`config.mk`:
```
export PLATFORM = sky130hd
export DESIGN_NAME = sds_sample_control
export DESIGN_NICKNAME = d
export VERILOG_FILES = /design/src/sds_pkg.sv /design/src/sds_sample_control.sv /design/src/sds_pulse_timer.sv /design/src/sds_sinc2_decim.sv
export SDC_FILE = /design/constraint.sdc
export NUM_CORES = 1
export LEC_CHECK = 0
export BUFFER_PORTS_ARGS = -buffer_cell sky130_fd_sc_hd__clkbuf_2
export CORE_UTILIZATION = 50
export DETAILED_ROUTE_END_ITERATION = 16
export PLACE_DENSITY = 0.7
export SLEW_MARGIN = 30
export SYNTH_ARGS = -nofsm -noshare
export SYNTH_HDL_FRONTEND = slang
export SYNTH_SLANG_ARGS = --single-unit
```
`constraint.sdc`:
```
create_clock -name sys_clk -period 11.4 [get_ports sys_clk]
set_clock_uncertainty 0.15 [all_clocks]
set_input_delay 2.28 -clock sys_clk [delete_from_list [all_inputs] [get_ports sys_clk]]
set_output_delay 2.28 -clock sys_clk [all_outputs]
set_load 0.03 [all_outputs]
```
`src/sds_pkg.sv`:
```
`default_nettype none
package sds_pkg;
   localparam int ADDR_W = 3;
   localparam int DATA_W = 16;

   // register offsets
   localparam logic [ADDR_W-1:0] OFF_CTRL     = 3'h0;
   localparam logic [ADDR_W-1:0] OFF_STATUS   = 3'h1;
   localparam logic [ADDR_W-1:0] OFF_RESULT   = 3'h2;
   localparam logic [ADDR_W-1:0] OFF_ACK      = 3'h3;
   localparam logic [ADDR_W-1:0] OFF_PW_LO    = 3'h4;
   localparam logic [ADDR_W-1:0] OFF_PW_HI    = 3'h5;
   localparam logic [ADDR_W-1:0] OFF_IRQ_STAT = 3'h6;
   localparam logic [ADDR_W-1:0] OFF_IRQ_MASK = 3'h7;

   // field positions
   localparam int CTRL_BEGIN   = 0;
   localparam int CTRL_HALT    = 1;
   localparam int CTRL_SIGNED  = 2;
   localparam int CTRL_RATE_LO = 4;
   localparam int STAT_READY   = 0;
   localparam int IRQ_SAMPLE   = 0;
   localparam int IRQ_OVERRUN  = 1;
   localparam int IRQ_STALL    = 2;
   localparam int IRQ_W        = 3;

   // decimation rate codes: 32, 64, 128, 256
   localparam logic [1:0] RATE_32  = 2'h0;
   localparam logic [1:0] RATE_64  = 2'h1;
   localparam logic [1:0] RATE_128 = 2'h2;
   localparam logic [1:0] RATE_256 = 2'h3;

   // reset values
   localparam logic [1:0]        RATE_RESET   = RATE_64;
   localparam logic [DATA_W-1:0] PW_RESET     = 16'h0080;
   localparam logic [DATA_W-1:0] RESULT_RESET = 16'h0000;
   localparam logic [IRQ_W-1:0]  MASK_RESET   = 3'h0;

   // timing and scaling
   localparam logic [10:0] QUAD_BASE  = 11'h080;
   localparam logic [1:0]  TICK_PHASE = 2'h0;
   localparam logic [16:0] HALF_BASE  = 17'h00200;
   localparam logic [15:0] BYTE_MASK  = 16'h00ff;
   localparam logic [15:0] U_SAT      = 16'hffff;
   localparam logic [15:0] S_SAT      = 16'h7fff;

   typedef enum logic [0:0] {
      ST_HALTED  = 1'b0,
      ST_RUNNING = 1'b1
   } sds_run_type;

   // timer period: four times the rate, less one
   function automatic logic [9:0] sds_period(input logic [1:0] rate);
      logic [10:0] quad;
      quad = 11'(QUAD_BASE << rate);
      return 10'(quad - 11'h001);
   endfunction
endpackage
`default_nettype wire

```
`src/sds_sample_control.sv`:
```
// Chosen here: the register offsets and the address-and-strobe port.
`timescale 1ns/1ps
`default_nettype none
module sds_sample_control (
   input  wire logic                        sys_clk,
   input  wire logic                        arst_n,
   input  wire logic [sds_pkg::ADDR_W-1:0]  regAddr,
   input  wire logic [sds_pkg::DATA_W-1:0]  regWdata,
   input  wire logic                        regWr,
   input  wire logic                        regRd,
   output logic      [sds_pkg::DATA_W-1:0]  regRdata,
   input  wire logic                        modBitPin,
   output logic                             integratorRun,
   output logic                             pwmOut,
   output logic                             irq
);
   import sds_pkg::*;

   typedef struct packed {
      sds_run_type       run;
      logic              signedFmt;
      logic [1:0]        rateSel;
      logic [DATA_W-1:0] compare;
      logic [DATA_W-1:0] result;
      logic              ready;
      logic [IRQ_W-1:0]  irqStat;
      logic [IRQ_W-1:0]  irqMask;
      logic [DATA_W-1:0] rdata;
      logic              sync1;
      logic              sync2;
   } sds_ctrl_type;

   sds_ctrl_type      st_r;
   sds_ctrl_type      st_nxt;

   logic              timerEn;
   logic [9:0]        period;
   logic [DATA_W-1:0] cmpEff;
   logic              tcPulse;
   logic              bitTick;
   logic              dutyOk;
   logic [DATA_W-1:0] sample;
   logic              sampleValid;
   logic              capture;
   logic              wrCtrl;
   logic              wrStatus;
   logic              wrIrqStat;
   logic              ackRead;
   logic              clrReady;
   logic [IRQ_W-1:0]  irqEvent;

   assign timerEn = (st_r.run == ST_RUNNING);
   assign period  = sds_period(st_r.rateSel);

   // short rates use only the low compare byte
   assign cmpEff = (st_r.rateSel == RATE_32 || st_r.rateSel == RATE_64) ?
                   (st_r.compare & BYTE_MASK) : st_r.compare;

   sds_pulse_timer u_timer (
      .sys_clk (sys_clk),
      .arst_n  (arst_n),
      .enable  (timerEn),
      .period  (period),
      .compare (cmpEff),
      .tcPulse (tcPulse),
      .bitTick (bitTick),
      .pwmOut  (pwmOut),
      .dutyOk  (dutyOk)
   );

   sds_sinc2_decim u_decim (
      .sys_clk     (sys_clk),
      .arst_n      (arst_n),
      .clearInt    (!timerEn),
      .bitTick     (bitTick),
      .modBit      (st_r.sync2),
      .dump        (tcPulse),
      .deliver     (dutyOk),
      .signedFmt   (st_r.signedFmt),
      .rateSel     (st_r.rateSel),
      .sample      (sample),
      .sampleValid (sampleValid)
   );

   // the filter needs two dumps after a start before its output settles
   assign capture   = sampleValid && timerEn;
   assign wrCtrl    = regWr && (regAddr == OFF_CTRL);
   assign wrStatus  = regWr && (regAddr == OFF_STATUS);
   assign wrIrqStat = regWr && (regAddr == OFF_IRQ_STAT);
   assign ackRead   = regRd && (regAddr == OFF_ACK);
   assign clrReady  = (wrStatus && regWdata[STAT_READY]) || ackRead;

   always_comb begin
      irqEvent              = '0;
      irqEvent[IRQ_SAMPLE]  = capture;
      irqEvent[IRQ_OVERRUN] = capture && st_r.ready && !clrReady;
      irqEvent[IRQ_STALL]   = tcPulse && !dutyOk;
   end

   always_comb begin
      st_nxt       = st_r;
      st_nxt.sync1 = modBitPin;
      st_nxt.sync2 = st_r.sync1;
      st_nxt.rdata = '0;

      if (wrCtrl) begin
         st_nxt.signedFmt = regWdata[CTRL_SIGNED];
         st_nxt.rateSel   = regWdata[CTRL_RATE_LO +: 2];
         // halt wins when both command bits are written together
         if (regWdata[CTRL_HALT]) begin
            st_nxt.run = ST_HALTED;
         end else if (regWdata[CTRL_BEGIN]) begin
            st_nxt.run = ST_RUNNING;
         end
      end

      if (regWr && regAddr == OFF_PW_LO) begin
         st_nxt.compare[7:0] = regWdata[7:0];
      end
      if (regWr && regAddr == OFF_PW_HI) begin
         st_nxt.compare[15:8] = regWdata[7:0];
      end

      // a capture in the clearing cycle must not be lost
      if (clrReady) begin
         st_nxt.ready = 1'b0;
      end
      if (capture) begin
         st_nxt.result = sample;
         st_nxt.ready  = 1'b1;
      end

      if (regWr && regAddr == OFF_IRQ_MASK) begin
         st_nxt.irqMask = regWdata[IRQ_W-1:0];
      end
      if (wrIrqStat) begin
         st_nxt.irqStat = st_r.irqStat & ~regWdata[IRQ_W-1:0];
      end
      st_nxt.irqStat = st_nxt.irqStat | irqEvent;

      if (regRd) begin
         case (regAddr)
            OFF_CTRL: begin
               st_nxt.rdata[CTRL_BEGIN]        = timerEn;
               st_nxt.rdata[CTRL_SIGNED]       = st_r.signedFmt;
               st_nxt.rdata[CTRL_RATE_LO +: 2] = st_r.rateSel;
            end
            OFF_STATUS: begin
               st_nxt.rdata[STAT_READY] = st_r.ready;
            end
            OFF_RESULT, OFF_ACK: begin
               st_nxt.rdata = st_r.result;
            end
            OFF_PW_LO: begin
               st_nxt.rdata[7:0] = st_r.compare[7:0];
            end
            OFF_PW_HI: begin
               st_nxt.rdata[7:0] = st_r.compare[15:8];
            end
            OFF_IRQ_STAT: begin
               st_nxt.rdata[IRQ_W-1:0] = st_r.irqStat;
            end
            OFF_IRQ_MASK: begin
               st_nxt.rdata[IRQ_W-1:0] = st_r.irqMask;
            end
            default: begin
               st_nxt.rdata = '0;
            end
         endcase
      end
   end

   always_ff @(posedge sys_clk or negedge arst_n) begin
      if (!arst_n) begin
         st_r           <= '0;
         st_r.run       <= ST_HALTED;
         st_r.rateSel   <= RATE_RESET;
         st_r.compare   <= PW_RESET;
         st_r.result    <= RESULT_RESET;
         st_r.irqMask   <= MASK_RESET;
      end else begin
         st_r <= st_nxt;
      end
   end

   assign regRdata      = st_r.rdata;
   assign integratorRun = timerEn;
   assign irq           = |(st_r.irqStat & st_r.irqMask);
endmodule
`default_nettype wire

```
`src/sds_pulse_timer.sv`:
```
`timescale 1ns/1ps
`default_nettype none
module sds_pulse_timer (
   input  wire logic       sys_clk,
   input  wire logic       arst_n,
   input  wire logic       enable,
   input  wire logic [9:0] period,
   input  wire logic [15:0] compare,
   output logic            tcPulse,
   output logic            bitTick,
   output logic            pwmOut,
   output logic            dutyOk
);
   import sds_pkg::*;

   typedef struct packed {
      logic [9:0] cnt;
      logic       pwm;
      logic       tc;
      logic       tick;
   } sds_timer_type;

   sds_timer_type st_r;
   sds_timer_type st_nxt;
   logic [9:0]    cntNext;

   // zero or full-period compare means no falling edge, so no samples
   assign dutyOk = (compare != 16'h0000) && (compare <= {6'h00, period});

   always_comb begin
      st_nxt  = st_r;
      cntNext = (st_r.cnt == 10'h000) ? period : 10'(st_r.cnt - 10'h001);
      if (!enable) begin
         st_nxt.cnt  = period;
         st_nxt.pwm  = 1'b0;
         st_nxt.tc   = 1'b0;
         st_nxt.tick = 1'b0;
      end else begin
         st_nxt.cnt  = cntNext;
         st_nxt.tc   = (st_r.cnt == 10'h000);
         st_nxt.tick = (st_r.cnt[1:0] == TICK_PHASE);
         st_nxt.pwm  = ({6'h00, cntNext} < compare);
      end
   end

   always_ff @(posedge sys_clk or negedge arst_n) begin
      if (!arst_n) begin
         st_r <= '0;
      end else begin
         st_r <= st_nxt;
      end
   end

   assign tcPulse = st_r.tc;
   assign bitTick = st_r.tick;
   assign pwmOut  = st_r.pwm;
endmodule
`default_nettype wire

```
`src/sds_sinc2_decim.sv`:
```
`timescale 1ns/1ps
`default_nettype none
module sds_sinc2_decim (
   input  wire logic        sys_clk,
   input  wire logic        arst_n,
   input  wire logic        clearInt,
   input  wire logic        bitTick,
   input  wire logic        modBit,
   input  wire logic        dump,
   input  wire logic        deliver,
   input  wire logic        signedFmt,
   input  wire logic [1:0]  rateSel,
   output logic [15:0]      sample,
   output logic             sampleValid
);
   import sds_pkg::*;

   typedef struct packed {
      logic [17:0] i1;
      logic [17:0] i2;
      logic [17:0] z1;
      logic [17:0] z2;
      logic [15:0] sample;
      logic        valid;
   } sds_decim_type;

   sds_decim_type st_r;
   sds_decim_type st_nxt;
   logic [17:0]   d1;
   logic [17:0]   raw;
   logic [17:0]   sgn;
   logic [16:0]   half;

   always_comb begin
      st_nxt       = st_r;
      st_nxt.valid = 1'b0;
      half = 17'(HALF_BASE << {rateSel, 1'b0});
      d1   = 18'(st_r.i2 - st_r.z1);
      raw  = 18'(d1 - st_r.z2);
      sgn  = 18'(raw - {1'b0, half});
      if (clearInt) begin
         st_nxt.i1 = '0;
         st_nxt.i2 = '0;
         st_nxt.z1 = '0;
         st_nxt.z2 = '0;
      end else begin
         if (bitTick) begin
            st_nxt.i1 = 18'(st_r.i1 + {17'h00000, modBit});
            st_nxt.i2 = 18'(st_r.i2 + st_r.i1);
         end
         if (dump) begin
            st_nxt.z1    = st_r.i2;
            st_nxt.z2    = d1;
            st_nxt.valid = deliver;
            // encoding is fixed here; reads never convert it again
            if (signedFmt) begin
               st_nxt.sample = (!sgn[17] && (sgn[16] || sgn[15])) ? S_SAT : sgn[15:0];
            end else begin
               st_nxt.sample = (raw[17:16] != 2'h0) ? U_SAT : raw[15:0];
            end
         end
      end
   end

   always_ff @(posedge sys_clk or negedge arst_n) begin
      if (!arst_n) begin
         st_r <= '0;
      end else begin
         st_r <= st_nxt;
      end
   end

   assign sample      = st_r.sample;
   assign sampleValid = st_r.valid;
endmodule
`default_nettype wire

```
After elaboration in Yosys (flattened, before gate mapping)
Index checks and enable logic that the tools add are counted.

word-level totals
  register bits = 163
  output and inout port bits = 19
  word-level logic and storage cells = 102

operators by class
  add/subtract/negate cells = 7
  muxes and demuxes = 23
  bitwise logic cells = 4
  equality and inequality tests = 10
  reductions and logical operators = 32
  shift-type cells = 2
  magnitude comparators = 2

operator list
  operator                 number
  $mux W16                 5
  $mux W72                 1
  $mux W53                 1
  $mux W36                 1
  $sub A18 B18 Y18         2
  $sub A10 B1 Y10 const B  2
  $add A18 B1 Y18          1
  $add A18 B18 Y18         1
  $sub A18 B17 Y18         1
  $shl A10 B3 Y17 const A  1
  $le A16 B10 Y1           1
  $lt A10 B16 Y1           1
  $reduce_bool A16 Y1      1
  $logic_and A1 B1 Y1      14
  $mux W13                 1
  $eq A3 B3 Y1 const B     4
  $logic_not A10 Y1        1
  $mux W10                 1
  $shl A8 B2 Y10 const A   1
  $mux W8                  1
  $pmux W2 S4              1
  $pmux W1 S7              1
  $and A3 B3 Y3            2
  $eq A3 B2 Y1 const B     2
  19 further kinds         32

Longest topological paths before layout
Gate-level depths: netlist (run 1).

  word-level depth = 9
  mapped depth = 29

Cells and area by module
A second synthesis (run 1) with hierarchy kept.

second synthesis, totals
  cell total of the unflattened synthesis = 1134
  area, all modules = 10796.6 um2

by module, submodules not included
  module              cells an instance  area an instance (um2)  times used
  sds_sinc2_decim     760                6713.9                  1
  sds_sample_control  215                2798.9                  1
  sds_pulse_timer     159                1283.7                  1

Worst setup path before layout (run 1)
No wires, ideal clock.

  path type = reg-to-reg
  start = register u_decim.st_r[53] (netlist bit)
  end = register u_decim.st_r (netlist bit u_decim.sample[10])
  path slack = 6.015 ns
  cell stages (with the launch flop) = 29
  arrival time = 5.098 ns
  path buffers = 2
  path through = dfrtp_1 inv_1 ha_1 fa_1 nor2b_1 o21ai_0 a21boi_0 o21ai_0 a21boi_0 o21a_1 o21a_1 o21ai_0 nor2b_1 xnor2_1 ha_1 clkbuf_1 or3_1 o21ai_0 nand2b_1 o21bai_1 xor2_1 ha_1 nand2_1 o221ai_2 a211oi_2 a211o_1 o21bai_4 buf_6 a41oi_2

between the ends
  longest elaborated chain between the ends = 7
  elaborated cells between the ends (all ways) = 10

RTL lines
  what                                                    RTL line               source
  start: declaration                                      sds_sinc2_decim.sv:27  sds_decim_type st_r;
  start signal: assignment                                sds_sinc2_decim.sv:69  st_r <= st_nxt;
  $sub A18 B18 Y18 *                                      sds_sinc2_decim.sv:38  d1 = 18'(st_r.i2 - st_r.z1);
  $sub A18 B18 Y18 *                                      sds_sinc2_decim.sv:39  raw = 18'(d1 - st_r.z2);
  $sub A18 B17 Y18                                        sds_sinc2_decim.sv:40  sgn = 18'(raw - {1'b0, half});
  $logic_not A1 Y1 or $logic_or A1 B1 Y1 (tied branches)  sds_sinc2_decim.sv:57  st_nxt.sample = (!sgn[17] && (sgn[16] || sgn[15])) ? S_SAT : sgn[15:0];
  $logic_and A1 B1 Y1                                     sds_sinc2_decim.sv:57
  $mux W16                                                sds_sinc2_decim.sv:57
  $mux W16 *                                              sds_sinc2_decim.sv:56  if (signedFmt) begin

Every way passes the cells marked *; elsewhere a longest branch is shown, timed or not.
A chain may end at the register's enable or synchronous reset.

Worst setup path after layout (run 1)
  start = register u_decim.st_r[53] (netlist bit)
  end = register u_decim.st_r (netlist bit u_decim.sample[2])

The elaborated chain is that of the path after synthesis.

==> flow_summary.yaml, run 1 <==
timing:
  worstMarginPinSlew_ns: 0.8169
  fin_crit_sh_pct: 54.78
  final_hold_viol_count: 0
  period_needed_ns: 6.245
  relSlewSlack_pct: 45.54
  finalSetupViolCount: 0
  fmax_ghz: 0.1601
  grt_setup_unrepaired: "false"
  drv_slew: 0
  tns_ns: 0
  whs_ns: 0.2018
detailed_routing:
  drt_iter0_markers: 329
  num_vias: 7528
  firstDrtPassIters: 7
  wl_um: 20350
  drt-wirelength-per-cell_um: 14.93
  via_per_inst: 5.523
  route.detailed.drc: 0
  drtAntennaViolNets: 0
critical_path:
  required_ns: 11.51
  reg2reg_from: "u_decim.st_r[53]"
  cp_max_fo: 15
  cp-end-kind: "flip-flop"
  ff2ff_path_depth: 27
  crit_type: "flip-flop to flip-flop"
  crit_path_start_kind: "flip-flop"
  r2r_setup_slack_ns: 5.16
  worstReg2RegEnd: "u_decim.sample[2]"
  critPathArrivalTime_ns: 6.36
synthesis:
  postSynth.asyncResetShare_pct: 100.0
  syn-instance-count: 1078
  yosys.area.top_type_share_pct: 39.10
  ys_seq_area_share_pct: 39.61
  synth_enable_flop_cells: 0
  syn-cell-area_sq_um: 10300
  synth_fp_nets: 1177
  postSynthAreaPerCell_sq_um: 9.559
  synth_area_leaders: "dfrtp_1, ha_1, mux2i_1"
  yosysTopAreaCell: "dfrtp_1"
  ys.flop_type: "dfrtp_1"
  ys_types: 78
  ys_ff_latch: 163
  synth_warnings: 0
die:
  die_h_um: 145.6
  core_sq_um: 20230
  rows: 52
  initial_utilization_pct: 50.93
  die_x_um: 145.6
  num_io_pins: 43
  die_area_sq_um: 21190
clock_network:
  post_cts_resized: 0
  clockRootBuffer: "clkbuf_16"
  cts_buffers: 17
  clk_pin_slew_ns: 0.07
  holdBufCountCts: 0
  cts_tree: "done"
  h-tree-depth: 4
  clk_latency_ns: 0.43
  cts.sinks: 163
  cts_setup_buffers: 0
  cts.path.max_buffers: 2
min_path:
  holdPathEnd: "st_r[0]"
  hold_path_class: "flip-flop to flip-flop"
  hold_depth: 0
  hp-start: "st_nxt[0]"
power:
  p_leak_nw: 5.071
  p_per_area_nw_per_um2: 160.8
  ir_worst_vdd_mv: 0.1251
cells_and_area:
  regArea_sq_um: 4083
  fin_nets: 1179
  fillers: 1826
  drive_gt1_share_pct: 12.53
  multiInputGateArea_sq_um: 5660
  syn_to_final_growth_pct: 8.451
  diodes: 0
placed_design:
  place_hpwl_um: 14260
  port-buffer-count: 34
  gp_congestion: 0.8373
global_route:
  grt_pass1_vias: 7335
  track_usage_pct: 20.33
  grt_antenna_before_repair: 0
  grt_overflow_total: 0
  grt_max_degree: 105
  grt_pass1_wl_um: 35150
status:
  status: "finished clean"
flow_run:
  max_cap_violations: 0
[how the worst max path moves through the flow]
stage	startpoint	end	slack, ns	cells past startpoint
floorplan	u_decim.st_r[53]	u_decim.sample[10]	6.02	28
global placement	u_decim.st_r[53]	u_decim.sample[0]	5.37	25
detailed placement	u_decim.st_r[53]	u_decim.sample[14]	5.24	27
CTS	u_decim.st_r[53]	u_decim.sample[2]	5.19	27
global route	u_decim.st_r[53]	u_decim.sample[1]	4.54	27
finish	u_decim.st_r[53]	u_decim.sample[2]	5.16	27
[routing by layer]
metal / track usage [%] / vias up / wire length, um
li1: - / 3773 / -
met1: 26.35 / 3639 / 9824
met2: 34.69 / 91 / 9733
met3: 3.323 / 25 / 395
met4: 6.684 / 0 / 392
met5: 0 / - / 0
[registers in the layout, summed over array words and instances, names as in the netlist, 10 cells and up]
register        count
u_decim.st_r       72
u_timer.st_r       10
st_r               43
u_decim.sample     16
regRdata           16
[cells by family after synthesis]
logic type      share of synthesized area [%]
fa+ha+maj                               9.325
simple gates                            16.46
buf+inv                                 5.464
xor+xnor                                5.743
flops                                   39.61
compound gates                          14.70
mux                                     8.693
[layout make-up]
| class | instances | share of cell area (%) |
|---|---|---|
| Multi-Input combinational cell | 789 | 50.65 |
| Sequential cell | 163 | 36.53 |
| Clock buffer | 18 | 3.930 |
| Tap cell | 270 | 3.023 |
| Inverter | 68 | 2.284 |
| Timing Repair Buffer | 41 | 2.071 |
| Clock inverter | 14 | 1.511 |
[cell usage in the layout (no fill, tap or decap), types with 5 or more instances in the layout]
| cell | netlist | layout |
|---|---|---|
| a21o_1 | 20 | 20 |
| a21oi_1 | 47 | 47 |
| a31oi_1 | 6 | 6 |
| a41oi_1 | 6 | 6 |
| a41oi_2 | 8 | 8 |
| and2_1 | 15 | 15 |
| and3_1 | 15 | 15 |
| buf_4 | 16 | 7 |
| clkbuf_16 | 0 | 17 |
| clkbuf_2 | 0 | 33 |
| dfrtp_1 | 161 | 160 |
| ha_1 | 72 | 72 |
| inv_1 | 68 | 67 |
| mux2_2 | 30 | 30 |
| mux2i_1 | 52 | 52 |
| nand2_1 | 96 | 96 |
| nand2b_1 | 13 | 13 |
| nand3_1 | 20 | 20 |
| nand3b_1 | 11 | 11 |
| nand4_1 | 11 | 11 |
| nor2_1 | 116 | 116 |
| nor2b_1 | 11 | 11 |
| nor3_1 | 11 | 11 |
| nor4_1 | 6 | 6 |
| o211ai_1 | 7 | 7 |
| o21a_1 | 9 | 9 |
| o21ai_0 | 48 | 48 |
| o21bai_1 | 6 | 6 |
| or2_2 | 5 | 5 |
| or3_1 | 10 | 10 |
| xnor2_1 | 34 | 34 |
| xor2_1 | 31 | 31 |
[cell usage after synthesis, drive strengths merged, types with 4 or more instances]
cell and instances:
and2 15, nor2 116, dfrtp 161, a21o 21, a31oi 8, o211a 4
mux2 31, nand2 96, nand4 11, buf 28, nand2b 13, o221ai 5
o211ai 9, or3 10, nor3 11, mux2i 52, a41oi 14, xor2 31
o21a 9, ha 72, inv 68, and3 15, nor2b 11, nand3b 11
clkbuf 30, or2 5, xnor2 34, nand3 20, nor4 6, o21bai 7
a211oi 5, o21ai 50, a21oi 49
[critical path: stages (launching register included)]
cell	delay (ns)
dfrtp_1	0.42
inv_1	0.07
ha_1	0.21
fa_1	0.40
nor2b_1	0.12
o21ai_0	0.10
a21boi_0	0.27
o21ai_0	0.14
a21boi_0	0.33
nor2_1	0.12
ha_1	0.36
o211ai_1	0.14
nand2_1	0.08
o41a_1	0.22
o21a_1	0.13
nor2_1	0.04
xnor2_1	0.25
ha_1	0.30
nor2_1	0.30
nand3b_1	0.16
nor3_1	0.18
and4bb_2	0.29
a21o_1	0.21
a21oi_1	0.15
o221ai_1	0.13
xnor2_1	0.18
o21bai_4	0.43
a41oi_1	0.19
[through the flow]
step | area [sq um] | utilization [%] | power [W] | cells | worst slack (ns)
4_1_cts | 11170 | 55.22 | 0.001811 | 1363 | 5.190
5_1_grt | 11180 | 55.23 | 0.001900 | 1363 | 4.542
3_3_place_gp | 10570 | 52.21 | 0.001201 | 1331 | 5.369
6_report | 11180 | 55.23 | 0.001797 | 1363 | 5.155
2_1_floorplan | 10300 | - | 0.001115 | 1078 | 6.015
3_5_place_dp | 10570 | 52.21 | 0.001212 | 1331 | 5.242
[power breakdown]
group          leakage (nW)  internal, W  switching [W]
Sequential             2.18     0.000609      0.0000278
Combinational          2.60     0.000221       0.000346
Clock                 0.290     0.000336       0.000256
No activity file was read; power rests on OpenSTA's default activity.
==> run 2: changes to the inputs <==
Settings changed: ABC_AREA set to 1.
Clock period 11.4 ns to 6 ns, I/O delays scaled along.
==> run 2 against run 1 <==
Effect of this change:
- maximum frequency rose by 18%
- clock power is 85% higher
- sequential share of layout area down 0.052 points
- register-to-register slack got worse by 4.4 ns
- global-route usage grew 2.6 points
- first-iteration DRC count grew 48%
==> flow_summary.yaml, run 2 <==
timing:
  relSlewSlack_pct: 36.38
  fmax_ghz: 0.1895
  worst_slack_ns: 0.7235
  whs_ns: 0.2215
  final_hold_viol_count: 0
  period_needed_ns: 5.276
  worstMarginPinSlew_ns: 0.9532
  fin_crit_sh_pct: 87.94
  tns_ns: 0
  grt_setup_unrepaired: "false"
  drv_slew: 0
  finalSetupViolCount: 0
cells_and_area:
  diodes: 0
  largest_reg_flops: 72
  regMostFlops: "u_decim.st_r"
  fin_nets: 1425
  final_cell_mix: "nand2_1, inv_1, dfrtp_1, nor2_1, o21ai_0"
  top_regs: "u_decim.st_r (72), st_r (43)"
  final_common_cell: "nand2_1"
  drive_gt1_share_pct: 10.08
  syn_to_final_growth_pct: 8.969
die:
  core_sq_um: 20170
  die_area_sq_um: 21110
  initial_utilization_pct: 50.91
  num_io_pins: 43
  die_h_um: 145.3
  die_x_um: 145.3
  rows: 52
global_route:
  grt_overflow_total: 0
  track_usage_pct: 22.95
  grt_max_degree: 87
  grt_pass1_wl_um: 39230
  grt_antenna_before_repair: 0
  grt_pass1_vias: 8295
clock_network:
  cts_tree: "done"
  clockRootBuffer: "clkbuf_16"
  h-tree-depth: 4
  cts_buffers: 17
  post_cts_resized: 0
  cts.path.max_buffers: 2
  holdBufCountCts: 0
  cts.sinks: 163
  cts_setup_buffers: 0
  clk_latency_ns: 0.44
  clk_pin_slew_ns: 0.07
detailed_routing:
  num_vias: 8507
  wl_um: 22890
  via_per_inst: 5.287
  firstDrtPassIters: 6
  drt_iter0_markers: 486
  drt-wirelength-per-cell_um: 14.23
  drtAntennaViolNets: 0
  route.detailed.drc: 0
synthesis:
  ys.flop_type: "dfrtp_1"
  synth_most_common_cell: "nand2_1"
  postSynthAreaPerCell_sq_um: 7.844
  synth_fp_nets: 1408
  ys_seq_area_share_pct: 39.75
  synth_commonest_cells: "nand2_1, inv_1, dfrtp_1"
  ys_ff_latch: 163
  synth_area_leaders: "dfrtp_1, nand2_1, ha_1"
  yosysTopAreaCell: "dfrtp_1"
  synth_warnings: 0
  syn-instance-count: 1309
  synth_enable_flop_cells: 0
  postSynth.asyncResetShare_pct: 100.0
  yosys.area.top_type_share_pct: 39.24
  syn-cell-area_sq_um: 10270
  ys_types: 52
critical_path:
  crit_top_cell: "nand2_1"
  cp-end-kind: "flip-flop"
  crit_family: "compound AO/OA/AOI/OAI gates"
  crit_path_start_kind: "flip-flop"
  path_buf_inv: 4
  cp_slowest_cell: "fa_1"
  critPathArrivalTime_ns: 5.48
  crit_type: "flip-flop to flip-flop"
  critPathMaxStageDelay_ns: 0.40
  required_ns: 6.21
  cp_max_fo: 15
placed_design:
  port-buffer-count: 34
  pre_cts_slack_ns: 0.8038
  gp_congestion: 0.8620
  place_hpwl_um: 17070
power:
  p_leak_nw: 5.696
  p_per_area_nw_per_um2: 257.4
  ir_worst_vdd_mv: 0.1906
status:
  status: "finished clean"
min_path:
  hold_path_class: "flip-flop to flip-flop"
flow_run:
  max_cap_violations: 0
run 2: changes by cell type after synthesis, sizes merged, moves of 12 or more:
| cell | change |
|---|---|
| a21o | -18 |
| nand2 | +193 |
| a41oi | -12 |
| inv | +122 |
| mux2i | -52 |
| xnor2 | -17 |
| and2 | -14 |
| a21oi | +36 |
| nand3 | +46 |
| and3 | -14 |
| o21ai | +42 |
| mux2 | -15 |
| o22ai | +32 |
| nand2b | -13 |
run 2: logic make-up after synthesis:
logic type	after synthesis	share of synthesized area (%)
mux	16	1.755
buf+inv	233	9.262
flops	163	39.75
compound gates	253	14.33
xor+xnor	38	3.242
fa+ha+maj	75	9.359
simple gates	531	22.30
run 2: report_power, final:
part	leakage, nW	total (W)	switching, W	internal (W)
combinational	3.25	0.000523	0.000347	0.000175
clock	0.279	0.00110	0.000507	0.000592
sequential	2.17	0.00126	0.0000731	0.00119
run 2: area by class of cell:
class / count / area (sq um)
fill: 1884 / 8981
multi-input combinational: 913 / 5238
sequential: 163 / 4081
inverter: 191 / 716.9
clock buffer: 17 / 425.4
tap: 270 / 337.8
timing repair buffer: 40 / 221.5
clock inverter: 15 / 167.7
run 2: routing by layer:
metal  wire (um)  share of wire [%]  up-vias  track usage (%)
li1            -                  -     4331                -
met1       10300                 45     3961            28.83
met2       11330                 50      179            40.19
met3         805                3.5       36            3.742
met4         457                2.0        0            7.474
met5           0                  0        -                0
run 2: per-stage QoR:
step | total power, W | util, % | instance area, sq um | instances
floorplan | 0.001643 | - | 10270 | 1309
global placement | 0.001785 | 52.52 | 10590 | 1577
detailed placement | 0.001801 | 52.53 | 10600 | 1577
CTS | 0.002898 | 55.47 | 11190 | 1609
global route | 0.003039 | 55.47 | 11190 | 1609
finish | 0.002880 | 55.47 | 11190 | 1609
run 2: final timing paths:
check                                 startpoint           endpoint  slack (ns)  cells past startpoint
max in group asynchronous                 arst_n    u_timer.st_r[8]        3.99                      2
worst max register to register  u_decim.st_r[53]  u_decim.sample[0]        0.72                     28
worst min-delay path                   st_nxt[0]            st_r[0]        0.22                      0
worst min register to register         st_nxt[0]            st_r[0]        0.22                      0
min in group asynchronous                 arst_n  u_decim.sample[4]        0.68                      1
worst max-delay path            u_decim.st_r[53]  u_decim.sample[0]        0.72                     28
==> run 3: changes to the inputs <==
Settings changed: ABC_AREA 1 to 0, RECOVER_POWER set to 100, SLEW_MARGIN 30 to 20.
==> run 3 against run 2 <==
Effect of this change:
- register-to-register slack lost 0.30 ns
- clock power shrank 7%
- largest cell class unchanged
- critical path type unchanged
- cell area shrank 0.91%
- the flow now finishes with violations (capacitance limit, slew limit)
- hold slack lost 0.022 ns
- final cell count shrank 15%
- die area grew 0.36%
- global-route usage shrank 2.9 points
- routed wire length shrank 13%
==> flow_summary.yaml, run 3 (synthesis gave the netlist of run 1 again) <==
critical_path:
  crit_family: "compound AO/OA/AOI/OAI gates"
  cp-end-kind: "flip-flop"
  critPathMaxStageDelay_ns: 0.49
  cp_num_cells: 26
  reg2reg_from: "u_decim.st_r[53]"
  path_buf_inv: 2
  cp_max_fo: 15
  crit_type: "flip-flop to flip-flop"
  crit_path_start_kind: "flip-flop"
  worstReg2RegEnd: "u_decim.sample[3]"
  required_ns: 6.19
  crit_top_cell: "ha_1"
  cp_slowest_cell: "o41a_1"
  r2r_setup_slack_ns: 0.43
  ff2ff_path_depth: 26
  critPathArrivalTime_ns: 5.77
min_path:
  holdPathEnd: "st_r[0]"
  hold_depth: 0
  hold_path_class: "flip-flop to flip-flop"
  hp-start: "st_nxt[0]"
cells_and_area:
  final_common_cell: "dfrtp_1"
  fillers: 1852
  largest_reg_flops: 72
  syn_to_final_growth_pct: 7.589
  multiInputGateArea_sq_um: 5630
  diodes: 0
  regArea_sq_um: 4083
  fin_nets: 1185
  fin_util_pct: 54.79
  drive_gt1_share_pct: 10.10
  top_regs: "u_decim.st_r (72), st_r (43)"
  regMostFlops: "u_decim.st_r"
  final_cell_mix: "dfrtp_1, nor2_1, nand2_1, ha_1, inv_1"
  design_area_sq_um: 11090
timing:
  worstMarginPinSlew_ns: 3.765
  drv_slew: 148
  relSlewSlack_pct: -151.0
  fmax_ghz: 0.1794
  period_needed_ns: 5.574
  worst_slack_ns: 0.4256
  fin_crit_sh_pct: 92.91
  final_hold_viol_count: 0
  finalSetupViolCount: 0
  grt_setup_unrepaired: "false"
  tns_ns: 0
clock_network:
  cts_buffers: 17
  cts.sinks: 163
  post_cts_resized: 0
  cts_setup_buffers: 0
  holdBufCountCts: 0
  clk_latency_ns: 0.43
  clockRootBuffer: "clkbuf_16"
  clk_pin_slew_ns: 0.07
  h-tree-depth: 4
  cts.path.max_buffers: 2
  cts_tree: "done"
status:
  status: "complete, but fails checks"
  violations: "capacitance limit, slew limit"
global_route:
  track_usage_pct: 20.03
  grt_max_degree: 75
  grt_pass1_wl_um: 34660
  grt_pass1_vias: 7300
  grt_overflow_total: 0
  grt_antenna_before_repair: 0
power:
  ir_worst_vdd_mv: 0.2395
  p_per_area_nw_per_um2: 301.2
  power.switching_w: 0.001172
  switching_share_pct: 35.09
  p_total_w: 0.003340
  p_comb_share_pct: 33.0
  clkPwrFrac_pct: 30.5
  p_leak_nw: 4.978
  pwr-share-seq_pct: 36.5
  intPower_w: 0.002168
die:
  num_io_pins: 43
  rows: 52
  die_h_um: 145.6
  initial_utilization_pct: 50.93
  core_sq_um: 20230
  die_x_um: 145.6
  die_area_sq_um: 21190
detailed_routing:
  drtAntennaViolNets: 0
  wl_um: 19970
  drt-wirelength-per-cell_um: 14.59
  drt_iter0_markers: 337
  num_vias: 7514
  via_per_inst: 5.489
  firstDrtPassIters: 4
  route.detailed.drc: 0
placed_design:
  gp_congestion: 0.8391
  place_hpwl_um: 14550
  pre_cts_slack_ns: 0.02362
  postPlaceCellArea_sq_um: 10620
  port-buffer-count: 34
flow_run:
  max_cap_violations: 2
[run 3: cell types whose count changed in the layout (fill, tap and decap cells not counted), sizes merged, moves of 15 or more]
cell,before,now
nand2,289,96
inv,197,75
mux2i,0,52
nand3,66,20
o21ai,92,50
a21oi,85,49
o22ai,35,3
a21o,3,21
xnor2,17,34
mux2,16,31
[run 3: power by group through the flow]
| stage | registers (W) | clock network (W) | logic, W |
|---|---|---|---|
| after detailed placement | 0.00124 | 0 | 0.00113 |
| after global routing | 0.00123 | 0.00109 | 0.00123 |
| final | 0.00122 | 0.00102 | 0.00110 |
| after global placement | 0.00124 | 0 | 0.00110 |
| after floorplan | 0.00122 | 0 | 0.000898 |
| after CTS | 0.00122 | 0.00105 | 0.00113 |
[run 3: final cells by class]
cell class	count	share of cell area (%)
clock buffers	17	3.837
clock inverters	15	1.117
inverters	68	2.302
multi-input cells	789	50.78
flip-flops and latches	163	36.82
well taps	270	3.047
repair buffers	47	2.088
[run 3: per-layer routing]
metal	global-route usage, %	vias to the layer above	part of all wire, %
met4	7.316	0	2.4
met3	4.107	31	3.0
li1	-	3790	-
met5	0	-	0
met1	25.89	3570	48
met2	33.25	123	47
[run 3: worst max path at each step]
stage	from	endpoint	slack (ns)
floorplan	u_decim.st_r[53]	u_decim.sample[12]	0.62
global placement	u_decim.st_r[53]	u_decim.sample[0]	0.22
detailed placement	u_decim.st_r[53]	u_decim.sample[3]	0.02
CTS	u_decim.st_r[53]	u_decim.sample[3]	0.009
global route	u_decim.st_r[53]	u_decim.sample[3]	0.01
finish	u_decim.st_r[53]	u_decim.sample[3]	0.43
[run 3: worst reg2reg max path: stages (launching register included)]
cell      delay (ns)
dfrtp_1         0.40
inv_1           0.06
ha_1            0.21
fa_1            0.41
nor2b_1         0.12
o21ai_0         0.10
a21boi_1        0.22
o21ai_1         0.11
a21boi_2        0.19
nor2_1          0.10
ha_1            0.22
o41a_1          0.49
o21a_1          0.19
nor2_1          0.16
xnor2_2         0.15
ha_1            0.30
nor2_4          0.15
nand3b_1        0.11
o22ai_1         0.16
and4bb_2        0.29
a21o_1          0.21
a21oi_1         0.14
o221ai_1        0.14
xnor2_1         0.30
o21bai_4        0.10
buf_12          0.16
a41oi_1         0.17
[run 3: through the flow]
stage          std cells  hold slack (ns)
2_1_floorplan       1078           0.1812
3_3_place_gp        1337           0.1823
3_5_place_dp        1337           0.1862
4_1_cts             1369           0.2030
5_1_grt             1369           0.2107
6_report            1369           0.1994
